===== config.mk =====
export PLATFORM = sky130hd
export DESIGN_NAME = acc_ctrl
export DESIGN_NICKNAME = d
export VERILOG_FILES = /design/src/acc_pkg.sv /design/src/acc_ctrl.sv /design/src/acc_chan.sv
export SDC_FILE = /design/constraint.sdc
export NUM_CORES = 1
export LEC_CHECK = 0
export BUFFER_PORTS_ARGS = -buffer_cell sky130_fd_sc_hd__buf_2
export CORE_UTILIZATION = 30
export DETAILED_ROUTE_END_ITERATION = 7
export SLEW_MARGIN = 20
export SYNTH_ARGS = -nofsm -noshare
export SYNTH_HDL_FRONTEND = slang
export SYNTH_SLANG_ARGS = --single-unit

===== constraint.sdc =====
create_clock -name clk_sys_i -period 2.7 [get_ports clk_sys_i]
set_input_delay 0.135 -clock clk_sys_i [delete_from_list [all_inputs] [get_ports clk_sys_i]]
set_output_delay 0.135 -clock clk_sys_i [all_outputs]
set_load 0.005 [all_outputs]

===== src/acc_pkg.sv =====
// Operation
// RULE_01: each comparator interrupts on rising, falling, toggle or end of comparison
// RULE_02: window pair interrupts on signal above, inside, below or outside window
// RULE_03: events come from each comparator state and the window inside/outside result
// RULE_04: the two comparators combine into a window judged against their range
// RULE_05: two identical comparator channels, each with its own settings
// RULE_06: comparator state goes to a pin, unsampled or sampled, as configured
// RULE_07: optional digital filter on each sampled output before status and events
// RULE_08: input mux: four shared pins, ground, bandgap, 64-level scaler, DAC
// RULE_09: keeps running in sleep when allowed; interrupts can wake the system
// RULE_10: events issued during sleep reach others without leaving sleep
// RULE_11: the sampling clock rate sets when comparator outputs are sampled
// RULE_12: configuration writes are synchronized to sampling before taking effect
// RULE_13: runs on during debug halt unless configured to halt
// RULE_14: writes are write-protectable except start and interrupt flag clear; int_mask_i is not write-protected here either
// RULE_15: write protection never blocks writes from the external debugger
// RULE_16: result is one when positive input exceeds negative, else zero
// RULE_17: start clears ready, runs one comparison; ready sets when it completes
// RULE_18: edges found by comparing the current sample with the previous one
// RULE_19: flags stay set until cleared; irq high while an enabled flag is set
package acc_pkg;
  localparam int ACC_CLK_PERIOD_NS = 100;
  localparam int ACC_STARTUP_NS = 1000;
  localparam int ACC_STARTUP_CYC = (ACC_STARTUP_NS + ACC_CLK_PERIOD_NS - 1) / ACC_CLK_PERIOD_NS;
  localparam int ACC_NCH = 2;
  // interrupt source selection
  localparam logic [1:0] ACC_INT_TOGGLE = 2'h0;
  localparam logic [1:0] ACC_INT_RISE = 2'h1;
  localparam logic [1:0] ACC_INT_FALL = 2'h2;
  localparam logic [1:0] ACC_INT_EOC = 2'h3;
  // window interrupt selection
  localparam logic [1:0] ACC_WIN_ABOVE = 2'h0;
  localparam logic [1:0] ACC_WIN_INSIDE = 2'h1;
  localparam logic [1:0] ACC_WIN_BELOW = 2'h2;
  localparam logic [1:0] ACC_WIN_OUTSIDE = 2'h3;
  // filter length
  localparam logic [1:0] ACC_FLT_OFF = 2'h0;
  localparam logic [1:0] ACC_FLT_MAJ3 = 2'h1;
  localparam logic [1:0] ACC_FLT_MAJ5 = 2'h2;
  // negative input selection; codes 0..3 are the shared pins
  localparam logic [2:0] ACC_NEG_GND = 3'h4;
  localparam logic [2:0] ACC_NEG_BANDGAP = 3'h5;
  localparam logic [2:0] ACC_NEG_SCALER = 3'h6;
  localparam logic [2:0] ACC_NEG_DAC = 3'h7;
  // configuration vector layout
  localparam int ACC_CF_EN = 0;
  localparam int ACC_CF_SINGLE = 2;
  localparam int ACC_CF_INTSEL = 4;
  localparam int ACC_CF_FLEN = 8;
  localparam int ACC_CF_POS = 12;
  localparam int ACC_CF_NEG = 16;
  localparam int ACC_CF_SCALER = 22;
  localparam int ACC_CF_OUTSYNC = 34;
  localparam int ACC_CF_RUNSTBY = 36;
  localparam int ACC_CF_WINEN = 38;
  localparam int ACC_CF_WINSEL = 39;
  localparam int ACC_CF_DBGHALT = 41;
  localparam int ACC_CFG_W = 42;
  localparam logic [ACC_CFG_W-1:0] ACC_CFG_RST = 42'h0;
  localparam logic [2:0] ACC_FLAG_RST = 3'h0;
  typedef enum logic [1:0] {ACC_IDLE, ACC_STARTUP, ACC_RUN} acc_chan_st_t;
endpackage


===== src/acc_ctrl.sv =====
`timescale 1ns/1ps
module acc_ctrl
  import acc_pkg::*;
#(
  parameter int NCH = ACC_NCH,
  parameter int STARTUP_CYC = ACC_STARTUP_CYC
) (
  // clock and reset
  input wire logic clk_sys_i,
  input wire logic rst_n_i,
  // sampling rate strobe
  input wire logic sample_tick_i,
  // configuration write
  input wire logic cfg_we_i,
  input wire logic wp_en_i,
  input wire logic dbg_access_i,
  input wire logic [1:0] comp_en_i,
  input wire logic [1:0] single_i,
  input wire logic [3:0] intsel_i,
  input wire logic [3:0] flen_i,
  input wire logic [3:0] mux_pos_i,
  input wire logic [5:0] mux_neg_i,
  input wire logic [11:0] scaler_i,
  input wire logic [1:0] out_sync_i,
  input wire logic [1:0] run_stby_i,
  input wire logic win_en_i,
  input wire logic [1:0] win_sel_i,
  input wire logic dbg_halt_i,
  // unprotected controls
  input wire logic [1:0] start_i,
  input wire logic [2:0] flag_clr_i,
  input wire logic [2:0] int_mask_i,
  // system state
  input wire logic sleep_i,
  input wire logic cpu_halted_i,
  // analog side
  input wire logic [1:0] comp_raw_i,
  output logic [1:0] comp_on_o,
  output logic [3:0] mux_pos_o,
  output logic [5:0] mux_neg_o,
  output logic [11:0] scaler_o,
  // pins
  output logic [1:0] cmp_pin_o,
  // status
  output logic [1:0] comp_state_o,
  output logic [1:0] comp_ready_o,
  output logic win_inside_o,
  output logic [2:0] flags_o,
  output logic sync_busy_o,
  output logic wp_err_o,
  // events and interrupts
  output logic [1:0] evt_comp_o,
  output logic evt_win_o,
  output logic irq_o,
  output logic wake_o
);
  logic [ACC_CFG_W-1:0] pend_ff;
  logic [ACC_CFG_W-1:0] act_ff;
  logic [1:0] raw_pin_ff;
  logic win_cond_ff;
  logic win_inside_ff;

  wire [ACC_CFG_W-1:0] cfg_w = {dbg_halt_i, win_sel_i, win_en_i, run_stby_i, out_sync_i, scaler_i,
                                mux_neg_i, mux_pos_i, flen_i, intsel_i, single_i, comp_en_i};
  // debugger writes bypass protection; start and flag clear have no write path here
  wire wr_ok = cfg_we_i && (!wp_en_i || dbg_access_i); // RULE_14 RULE_15
  wire wr_bad = cfg_we_i && wp_en_i && !dbg_access_i; // RULE_14
  // applying only on a sample strobe keeps settings steady within one sample period
  wire apply = sync_busy_o && sample_tick_i; // RULE_12

  wire [1:0] en_w = act_ff[ACC_CF_EN +: 2];
  wire [1:0] single_w = act_ff[ACC_CF_SINGLE +: 2];
  wire [3:0] intsel_w = act_ff[ACC_CF_INTSEL +: 4];
  wire [3:0] flen_w = act_ff[ACC_CF_FLEN +: 4];
  wire [1:0] outsync_w = act_ff[ACC_CF_OUTSYNC +: 2];
  wire [1:0] runstby_w = act_ff[ACC_CF_RUNSTBY +: 2];
  wire win_en_w = act_ff[ACC_CF_WINEN];
  wire [1:0] win_sel_w = act_ff[ACC_CF_WINSEL +: 2];
  wire dbg_halt_w = act_ff[ACC_CF_DBGHALT];

  wire [1:0] st_w;
  wire [1:0] rdy_w;
  wire [1:0] done_w;
  wire [1:0] int_w;
  wire [1:0] halt_w;

  genvar c;
  generate
    for (c = 0; c < NCH; c++) begin : g_ch
      assign halt_w[c] = (cpu_halted_i && dbg_halt_w) || (sleep_i && !runstby_w[c]); // RULE_09 RULE_13
      acc_chan #(
        .STARTUP_CYC(STARTUP_CYC)
      ) u_chan (
        .clk_sys_i(clk_sys_i),
        .rst_n_i(rst_n_i),
        .en_i(en_w[c]), // RULE_05
        .single_i(single_w[c]),
        .halt_i(halt_w[c]),
        .intsel_i(intsel_w[2*c +: 2]),
        .flen_i(flen_w[2*c +: 2]),
        .start_i(start_i[c]),
        .tick_i(sample_tick_i), // RULE_11
        .raw_i(comp_raw_i[c]),
        .state_o(st_w[c]),
        .ready_o(rdy_w[c]),
        .done_o(done_w[c]),
        .int_o(int_w[c])
      );
    end
  endgenerate

  // window: both high is above, both low is below, otherwise inside
  wire any_done = |done_w;
  wire inside_w = st_w[0] ^ st_w[1]; // RULE_04
  wire above_w = st_w[0] & st_w[1]; // RULE_04
  wire below_w = ~st_w[0] & ~st_w[1]; // RULE_04
  wire cond_w = (win_sel_w == ACC_WIN_ABOVE) ? above_w :
                (win_sel_w == ACC_WIN_INSIDE) ? inside_w :
                (win_sel_w == ACC_WIN_BELOW) ? below_w : ~inside_w; // RULE_02
  // channel results land with done, so the window is judged one cycle after them
  logic win_chk_ff;
  wire win_int = win_en_w && win_chk_ff && cond_w && !win_cond_ff; // RULE_02
  wire [2:0] set_w = {win_int, int_w}; // RULE_01
  wire [2:0] nxt_flags = (flags_o & ~flag_clr_i) | set_w; // RULE_19

  always_ff @(posedge clk_sys_i) begin
    if (!rst_n_i) begin
      pend_ff <= ACC_CFG_RST;
      act_ff <= ACC_CFG_RST;
      sync_busy_o <= 1'b0;
      wp_err_o <= 1'b0;
    end else begin
      wp_err_o <= wr_bad; // RULE_14
      if (wr_ok) begin
        pend_ff <= cfg_w;
      end
      if (apply) begin
        act_ff <= pend_ff; // RULE_12
      end
      sync_busy_o <= wr_ok || (sync_busy_o && !apply); // RULE_12
    end
  end

  always_ff @(posedge clk_sys_i) begin
    if (!rst_n_i) begin
      raw_pin_ff <= 2'h0;
      cmp_pin_o <= 2'h0;
      comp_on_o <= 2'h0;
      mux_pos_o <= 4'h0;
      mux_neg_o <= 6'h0;
      scaler_o <= 12'h0;
    end else begin
      raw_pin_ff <= comp_raw_i;
      cmp_pin_o <= (outsync_w & st_w) | (~outsync_w & raw_pin_ff); // RULE_06
      comp_on_o <= en_w & ~halt_w;
      mux_pos_o <= act_ff[ACC_CF_POS +: 4]; // RULE_08
      mux_neg_o <= act_ff[ACC_CF_NEG +: 6]; // RULE_08
      scaler_o <= act_ff[ACC_CF_SCALER +: 12]; // RULE_08
    end
  end

  always_ff @(posedge clk_sys_i) begin
    if (!rst_n_i) begin
      win_chk_ff <= 1'b0;
      win_cond_ff <= 1'b0;
      win_inside_ff <= 1'b0;
      win_inside_o <= 1'b0;
      comp_state_o <= 2'h0;
      comp_ready_o <= 2'h0;
      evt_comp_o <= 2'h0;
      evt_win_o <= 1'b0;
      flags_o <= ACC_FLAG_RST;
      irq_o <= 1'b0;
      wake_o <= 1'b0;
    end else begin
      win_chk_ff <= any_done;
      if (win_chk_ff) begin
        win_cond_ff <= cond_w;
        win_inside_ff <= inside_w;
      end
      win_inside_o <= win_inside_ff; // RULE_03
      comp_state_o <= st_w;
      comp_ready_o <= rdy_w;
      // events need no wake-up, so they flow in sleep as well
      evt_comp_o <= done_w; // RULE_03 RULE_10
      evt_win_o <= win_en_w && win_chk_ff && (inside_w != win_inside_ff); // RULE_03
      flags_o <= nxt_flags; // RULE_19
      irq_o <= |(nxt_flags & int_mask_i); // RULE_19
      wake_o <= sleep_i && |(nxt_flags & int_mask_i); // RULE_09
    end
  end
endmodule


===== src/acc_chan.sv =====
`timescale 1ns/1ps
module acc_chan
  import acc_pkg::*;
#(
  parameter int STARTUP_CYC = ACC_STARTUP_CYC
) (
  // clock and reset
  input wire logic clk_sys_i,
  input wire logic rst_n_i,
  // settings
  input wire logic en_i,
  input wire logic single_i,
  input wire logic halt_i,
  input wire logic [1:0] intsel_i,
  input wire logic [1:0] flen_i,
  // control and analog
  input wire logic start_i,
  input wire logic tick_i,
  input wire logic raw_i,
  // results
  output logic state_o,
  output logic ready_o,
  output logic done_o,
  output logic int_o
);
  function automatic logic [2:0] acc_ones(input logic [4:0] v);
    acc_ones = 3'(v[0]) + 3'(v[1]) + 3'(v[2]) + 3'(v[3]) + 3'(v[4]);
  endfunction

  acc_chan_st_t st_ff;
  logic [15:0] cnt_ff;
  logic [4:0] hist_ff;
  logic raw_ff;
  wire [4:0] new_hist = {hist_ff[3:0], raw_ff};
  wire maj3 = acc_ones({2'h0, new_hist[2:0]}) >= 3'h2; // RULE_07
  wire maj5 = acc_ones(new_hist) >= 3'h3; // RULE_07
  wire filt = (flen_i == ACC_FLT_MAJ3) ? maj3 : (flen_i == ACC_FLT_MAJ5) ? maj5 : raw_ff; // RULE_07
  wire take = (st_ff == ACC_RUN) && en_i && tick_i && !halt_i; // RULE_11 RULE_13
  // previous sample is state_o itself, so single-shot edges span measurements
  wire rise = filt && !state_o; // RULE_18
  wire fall = !filt && state_o; // RULE_18
  wire hit = (intsel_i == ACC_INT_TOGGLE) ? (rise || fall) :
             (intsel_i == ACC_INT_RISE) ? rise :
             (intsel_i == ACC_INT_FALL) ? fall : 1'b1; // RULE_01
  wire up_done = (st_ff == ACC_STARTUP) && !halt_i && (cnt_ff == 16'(STARTUP_CYC - 1));

  always_ff @(posedge clk_sys_i) begin
    if (!rst_n_i) begin
      st_ff <= ACC_IDLE;
      cnt_ff <= 16'h0;
      hist_ff <= 5'h0;
      raw_ff <= 1'b0;
      state_o <= 1'b0;
      ready_o <= 1'b0;
      done_o <= 1'b0;
      int_o <= 1'b0;
    end else begin
      raw_ff <= raw_i; // RULE_16
      done_o <= take;
      int_o <= take && hit; // RULE_01
      if (take) begin
        hist_ff <= new_hist;
        state_o <= filt;
        ready_o <= 1'b1; // RULE_17
      end
      case (st_ff)
        ACC_IDLE: begin
          cnt_ff <= 16'h0;
          if (en_i && !single_i) begin
            st_ff <= ACC_STARTUP;
          end else if (en_i && start_i) begin
            st_ff <= ACC_STARTUP;
            ready_o <= 1'b0; // RULE_17
          end else if (!en_i) begin
            ready_o <= 1'b0;
          end
        end
        ACC_STARTUP: begin
          if (!en_i) begin
            st_ff <= ACC_IDLE;
          end else if (up_done) begin
            st_ff <= ACC_RUN;
          end else if (!halt_i) begin
            cnt_ff <= cnt_ff + 16'h1;
          end
        end
        ACC_RUN: begin
          if (!en_i || (take && single_i)) begin
            st_ff <= ACC_IDLE; // RULE_17
          end
        end
        default: begin
          st_ff <= ACC_IDLE;
        end
      endcase
    end
  end
endmodule


==> metrics.txt, run 1 <==
post-synthesis sequential area ratio 51.6%; Routability Congestion approximately 0.83; setup violators final 2; wirelength, routed 16800 um; DR WL/cell ~13 um; total track usage approximately 14%; maxcap violations 0; DP HPWL between 10000 and 15000 um; final worst setup slack -0.209 ns; Worst Reg-to-Reg Cells 13; Fmax 344 MHz; CP max FO 2; Clock power frac 44.3%; syn_nets between 900 and 1000; Combinational Power Share 5.4%; CP Launch Type register; crit path DAT 3.23 ns; Clk Latency, worst-skew pair roughly 0.43 ns; total power ~5.5 mW; n_diodes 0; Post-synth EDFFs 0; Leakage 3.45 nW; Worst R2R Start g_ch[0].u_chan.hist_ff[1]; P_sw 1.37 mW; Synth cell types 57; core area 22800 um2; crit path time final 2.91 ns; post-route DRC violation count 0; CTS tree yes; H-tree Lvls 4; area grow syn2layout 28.8%; Setup crit start g_ch[0].u_chan.hist_ff[1]; clock tree buffer depth 2; DIE AREA 24200 um2; setup TNS -0.307 ns; Post-synth top flop dfxtp_1; Fill cells 2401; switching share of power 25.0%; area of the mapped netlist approximately 7100 um2; WP data required 3.02 ns; skew final 0.0165 ns; Place WS -0.185 ns; Final Util 39.8%; FFs w/ async S/R, synth 0%; post-route cell area 9100 um2; internal reg-to-reg setup slack -0.21 ns; Overflow after GRT 0; Synth Area per Inst 8.58 um2; chip height 155 um; most frequent cell after synthesis nand2_1; CTS Buf Count 17; Final ANT Viol Nets 0; Critical Path Sink g_ch[0].u_chan.int_o; CTS sink cnt 182; Port-buffer cells 100; Peak VDD IR 360 uV; first-pass GRT wire length 27100 um; Slew @ Worst Pin 0.986 ns; CTS root buffer clkbuf_16; Sequential Power Share about half; via count 5916; clock-pin slew on the worst setup and hold paths 0.08 ns; failing checks negative setup slack; area leader, netlist dfxtp_1; Hold WC Path Type primary input to register; final net count 1048; Crit. End Element register; Pwr Density around 600 nW/um2; RSZ-0062 raised after global routing true; vias in the first global route 5416; Cell Area, Placed between 7000 and 8000 um2; RR Endpoint g_ch[0].u_chan.int_o; Detailed Route Iter0 Violations 388; initial antenna violation count 0; Placement Rows 55; synth top area cells dfxtp_1, nand2_1, a21oi_1; die width 155 um; vias per inst 4.56; share of cells above drive strength 1 between 10% and 20%; Initial Util 30.9%; Slew Viols, Final 0; post-synth top area share 51.6%; Max-slew headroom 33.8%; synthesized flop and latch total 182; internal power 4.11 mW; Hold Violations, Final 0; pin count of the biggest net entering global routing 45; status finished with violations; YS warnings 0; Post-synth top cells nand2_1, dfxtp_1, a21oi_1; Tcrit/Tclk final 108%; total iterations of the first detailed-routing run 5; Gate Count Post-Synth 823; Crit Path Category register to register; # IOs 101
==> power groups by stage <==
stage | Combinational, mW | Clock [mW] | Sequential (mW)
6_report | 0.298 | 2.43 | 2.76
5_1_grt | 0.333 | 2.60 | 2.76
3_3_place_gp | 0.239 | 0 | 2.82
4_1_cts | 0.296 | 2.51 | 2.76
3_5_place_dp | 0.242 | 0 | 2.82
2_1_floorplan | 0.136 | 0 | 2.81
==> cell type report <==
type / count / area [um2] / share of cell area (%)
Sequential cell: 182 / 3650 / 40.1
Multi-Input combinational cell: 565 / 3180 / 34.9
Timing Repair Buffer: 172 / 1160 / 12.8
Clock buffer: 18 / 429 / 4.72
Tap cell: 313 / 392 / 4.31
Clock inverter: 14 / 164 / 1.80
Inverter: 32 / 121 / 1.33
==> how the worst min path moves through the flow <==
stage	from	endpoint	slack, ns	cells after the start
floorplan	cfg_we_i	wp_err_o	0.25	2
global placement	comp_raw_i[1]	raw_pin_ff[1]	0.35	2
finish	flag_clr_i[0]	flags_o[0]	0.03	3
global route	flag_clr_i[1]	flags_o[1]	0.03	3
CTS	flag_clr_i[0]	flags_o[0]	0.007	3
detailed placement	comp_raw_i[1]	raw_pin_ff[1]	0.35	2
==> per-layer routing <==
metal,vias to the layer above,global-route usage (%),share of wire (%)
met2,122,22.6,45
met4,0,5.51,1.0
met5,-,0,0
li1,3047,-,-
met3,14,2.51,4.2
met1,2733,19.3,50
==> layout by cell type (no fill, tap or decap), types with 6 or more instances in the layout <==
cell type      synthesis  layout
buf_2                  1     100
a21oi_1              107     106
o21ai_0               11      10
nand3_1               15      15
ha_1                  14      12
buf_4                  0      23
mux2i_1               11      11
nor3_1                 6       6
clkbuf_16              0      17
xnor2_1               16      16
nor4_1                15      15
nor4b_1                7       7
nor2_1                49      48
and2_1                35      35
nand4_1                9       9
inv_1                 31      27
dfxtp_1              182     177
nand2_1              195     195
dlygate4sd3_1          0      49
==> sequential cells by signal, summed over array words and instances (netlist names), 3 cells and up <==
signal               flops
scaler_o                12
act_ff                  42
flags_o                  3
mux_pos_o                4
mux_neg_o                6
pend_ff                 42
g_ch.u_chan.hist_ff      8
g_ch.u_chan.st_ff        4
g_ch.u_chan.cnt_ff      32
==> worst max-delay path, stage by stage, from the launching register on <==
cell and delay [ns]:
dfxtp_2 0.33, inv_2 0.04, fa_1 0.50, fa_2 0.37, inv_2 0.08, ha_4 0.12
nor3b_4 0.17, nor2_2 0.07, a211oi_2 0.22, a21oi_2 0.06, ha_1 0.28, mux2i_1 0.14
nor2_1 0.08, a2111oi_2 0.33
==> per-stage QoR <==
step / hold WS, ns / instances
floorplan: 0.249 / 823
global placement: 0.351 / 1213
detailed placement: 0.350 / 1213
CTS: 0.00665 / 1295
global route: 0.0333 / 1296
finish: 0.0328 / 1296
==> repair_timing <==
action,4_1_cts,5_1_grt
hold buffers,49,0
pin swaps,2,8
setup buffers,1,1
endpoints found under the hold margin,47,0
endpoints found under the setup margin,2,2
gates resized for setup,4,8
==> kinds of logic (layout without fill, tap and decap cells) <==
| group | Yosys count | count (layout) | synth area share, % |
|---|---|---|---|
| DFF | 182 | 182 | 51.6 |
| AOI/OAI and AO/OA | 146 | 146 | 11.7 |
| xor gates and xnor gates | 19 | 19 | 2.36 |
| buffers and inverters | 76 | 236 | 4.27 |
| and+or+nand+nor | 369 | 369 | 24.6 |
| muxes | 13 | 13 | 1.88 |
| adders and majority gates | 18 | 18 | 3.61 |
Note: power is estimated with default switching activity, not from simulation.
==> run 2, diff against run 1 <==
REMOVE_ABC_BUFFERS = 1   (was not set)
==> run 2 against run 1 <==
Against the previous run: the run still ends with negative setup slack left; clock skew is 0.0065 ns lower; worst hold slack got worse by 0.0030 ns; via count is 1.0% lower; non-clock buffer count down 5; critical path depth unchanged; final cell count is 0.31% lower; final area fell by 0.15%; first-iteration DRC count down 38%; largest power group unchanged; highest routed layer unchanged.
==> metrics.txt, run 2 (same netlist as run 1, synthesis figures left out) <==
status finished with violations; failing checks negative setup slack; Initial Util 30.9% (unchanged); final net count 1043 (-0.48%); area grow syn2layout 28.6%; skew final 0.00996 ns (-0.00652 ns); P_sw 1.37 mW (about the same); Sequential Power Share 49.5% (-0.8 points); initial antenna violation count 1 (+1); Routability Congestion 0.796 (-4.4%); Detailed Route Iter0 Violations 242 (-38%); top flop regs act_ff x42, pend_ff x42, g_ch.u_chan.cnt_ff x32; wirelength, routed 17000 um (+1.4%); CP max FO 2 (unchanged); total track usage 14.5% (+0.21 points); Clock power frac 45.2% (+0.9 points); chip height 155 um (unchanged); clock tree buffer depth 2 (unchanged); switching share of power 24.7% (-0.36 points); vias per inst 4.53 (-0.74%); Combinational Power Share 5.3% (about the same); DIE AREA 24200 um2 (unchanged); clock-pin slew on the worst setup and hold paths 0.07 ns (about the same); Crit. End Element register; Crit-path slowest cell fa_1; Slew Viols, Final 0 (unchanged); commonest cells after routing, fill and taps aside nand2_1, dfxtp_1, a21oi_1; # IOs 101 (unchanged); Levels on crit path 13 (unchanged); vias in the first global route 5635 (+4.0%); Crit Path Category register to register; Pwr Density 613 nW/um2 (+1.7%); H-tree Lvls 4 (unchanged); crit path time final 2.83 ns (-0.0786 ns); final worst setup slack -0.131 ns (+0.0786 ns); crit-path cells inv_2 -> fa_1 -> fa_2 -> inv_2 -> ha_4 -> nor3b_4 -> o41ai_2 -> a21oi_1 -> inv_1 -> ha_1 -> mux2i_1 -> nor2_1 -> a2111oi_2; Port-buffer cells 100 (unchanged); Fmax 353 MHz (+2.8%); setup TNS -0.203 ns (+0.104 ns); DR WL/cell 13.2 um (+1.7%); buffer and inverter count on the worst path 3 (+1); CP Launch Type register; Critical Path Sink g_ch[1].u_chan.int_o; crit-path leading delay family adder cells; Final ANT Viol Nets 0 (unchanged); die width 155 um (unchanged); Placement Rows 55 (unchanged); Setup crit start g_ch[1].u_chan.hist_ff[1]; most common cell after layout, fill and taps aside nand2_1; CTS sink cnt 182 (unchanged); Max stage delay on crit path 0.49 ns (about the same); Worst R2R Start g_ch[1].u_chan.hist_ff[1]; DP HPWL 11000 um (-1.6%); Max-slew headroom 36.9% (+3.1 points); RR Endpoint g_ch[1].u_chan.int_o; post-route DRC violation count 0 (unchanged); Hold Violations, Final 0 (unchanged); Leakage 3.43 nW (-0.31%); first-pass GRT wire length 27600 um (+1.8%); maxcap violations 0 (unchanged); CTS Buf Count 17 (unchanged); Peak VDD IR 415 uV (+15%); share of cells above drive strength 1 19.1% (+0.50 points); core area 22800 um2 (unchanged); Worst Reg-to-Reg Cells 13 (unchanged); crit path DAT 3.17 ns (-0.06 ns); Overflow after GRT 0 (unchanged); via count 5854 (-1.0%); Cell Area, Placed 7910 um2 (-0.46%); most frequent CP cell inv_2; internal power 4.20 mW (+2.0%); RSZ-0062 raised after global routing true; CTS tree yes; Tcrit/Tclk final 105% (-2.9 points); post-route cell area 9080 um2 (-0.15%); Slew @ Worst Pin 0.946 ns (-0.0399 ns); total iterations of the first detailed-routing run 4 (-1); WP data required 3.03 ns (about the same); CTS root buffer clkbuf_16; Hold WC Path Type primary input to register; setup violators final 2 (unchanged); pin count of the biggest net entering global routing 73 (+62%); internal reg-to-reg setup slack -0.13 ns (+0.08 ns); Clk Latency, worst-skew pair 0.44 ns (about the same)
-- run 2: changes by cell type in the layout (fill, tap and decap cells not counted), sizes merged --
cell	change
clkinvlp	+2
clkbuf	-1
dlygate4sd3	-2
buf	-3
inv	+2
clkinv	-4
diode	+1
bufinv	+1
-- run 2: worst min-delay path by stage --
stage                     slack [ns]            end          start  depth (start not counted)
after detailed placement        0.36  raw_pin_ff[0]  comp_raw_i[0]                          2
after CTS                      0.003     flags_o[0]  flag_clr_i[0]                          3
after floorplan                 0.25       wp_err_o       cfg_we_i                          2
after global placement          0.36  raw_pin_ff[0]  comp_raw_i[0]                          2
after global routing            0.04     flags_o[0]  flag_clr_i[0]                          3
final                           0.03     flags_o[0]  flag_clr_i[0]                          3
-- run 2: routing by layer --
metal	track usage, %	vias to the layer above	wire length, um
met2	23.1	110	7690
li1	-	3041	-
met5	0	-	0
met1	18.3	2682	8230
met3	3.82	21	735
met4	6.21	0	395
-- run 2: layout make-up --
| class | instances | area [um2] |
|---|---|---|
| antenna | 1 | 2.50 |
| clock buffer | 17 | 425 |
| clock inverter | 15 | 183 |
| fill | 2392 | 13800 |
| inverter | 32 | 121 |
| multi-input combinational | 565 | 3190 |
| sequential | 182 | 3650 |
| tap | 313 | 392 |
| timing repair buffer | 167 | 1120 |
-- run 2: tightest hold or removal path: cells and delay by family --
kind                   cells  cell delay, ns
and+or+nand+nor            1            0.03
buffers and inverters      1            0.07
AOI/OAI and AO/OA          1            0.17
-- run 2: through the flow --
stage | util [%] | cells | hold WS (ns) | power, mW | setup WS, ns
after floorplan | - | 779 | 0.249 | 2.93 | -0.205
final | 39.8 | 1292 | 0.0298 | 5.57 | -0.131
after global placement | 34.6 | 1209 | 0.355 | 3.06 | -0.246
after detailed placement | 34.6 | 1209 | 0.364 | 3.06 | -0.310
after global routing | 39.7 | 1291 | 0.0448 | 5.79 | -0.297
after CTS | 39.6 | 1291 | 0.00316 | 5.63 | -0.185
-- run 2: power groups by stage --
stage               logic, mW  registers, mW  clock network (mW)
global placement        0.240           2.82                   0
finish                  0.296           2.76                2.52
global route            0.330           2.76                2.70
CTS                     0.297           2.76                2.58
detailed placement      0.243           2.82                   0
floorplan               0.119           2.82                   0
-- run 2: repair_timing --
| item | 4_1_cts | 5_1_grt |
|---|---|---|
| endpoints found under the hold margin | 46 | 0 |
| pin swaps | 12 | 7 |
| setup buffers | 3 | 0 |
| hold buffers | 47 | 0 |
| endpoints found under the setup margin | 2 | 3 |
| resized for setup | 14 | 11 |
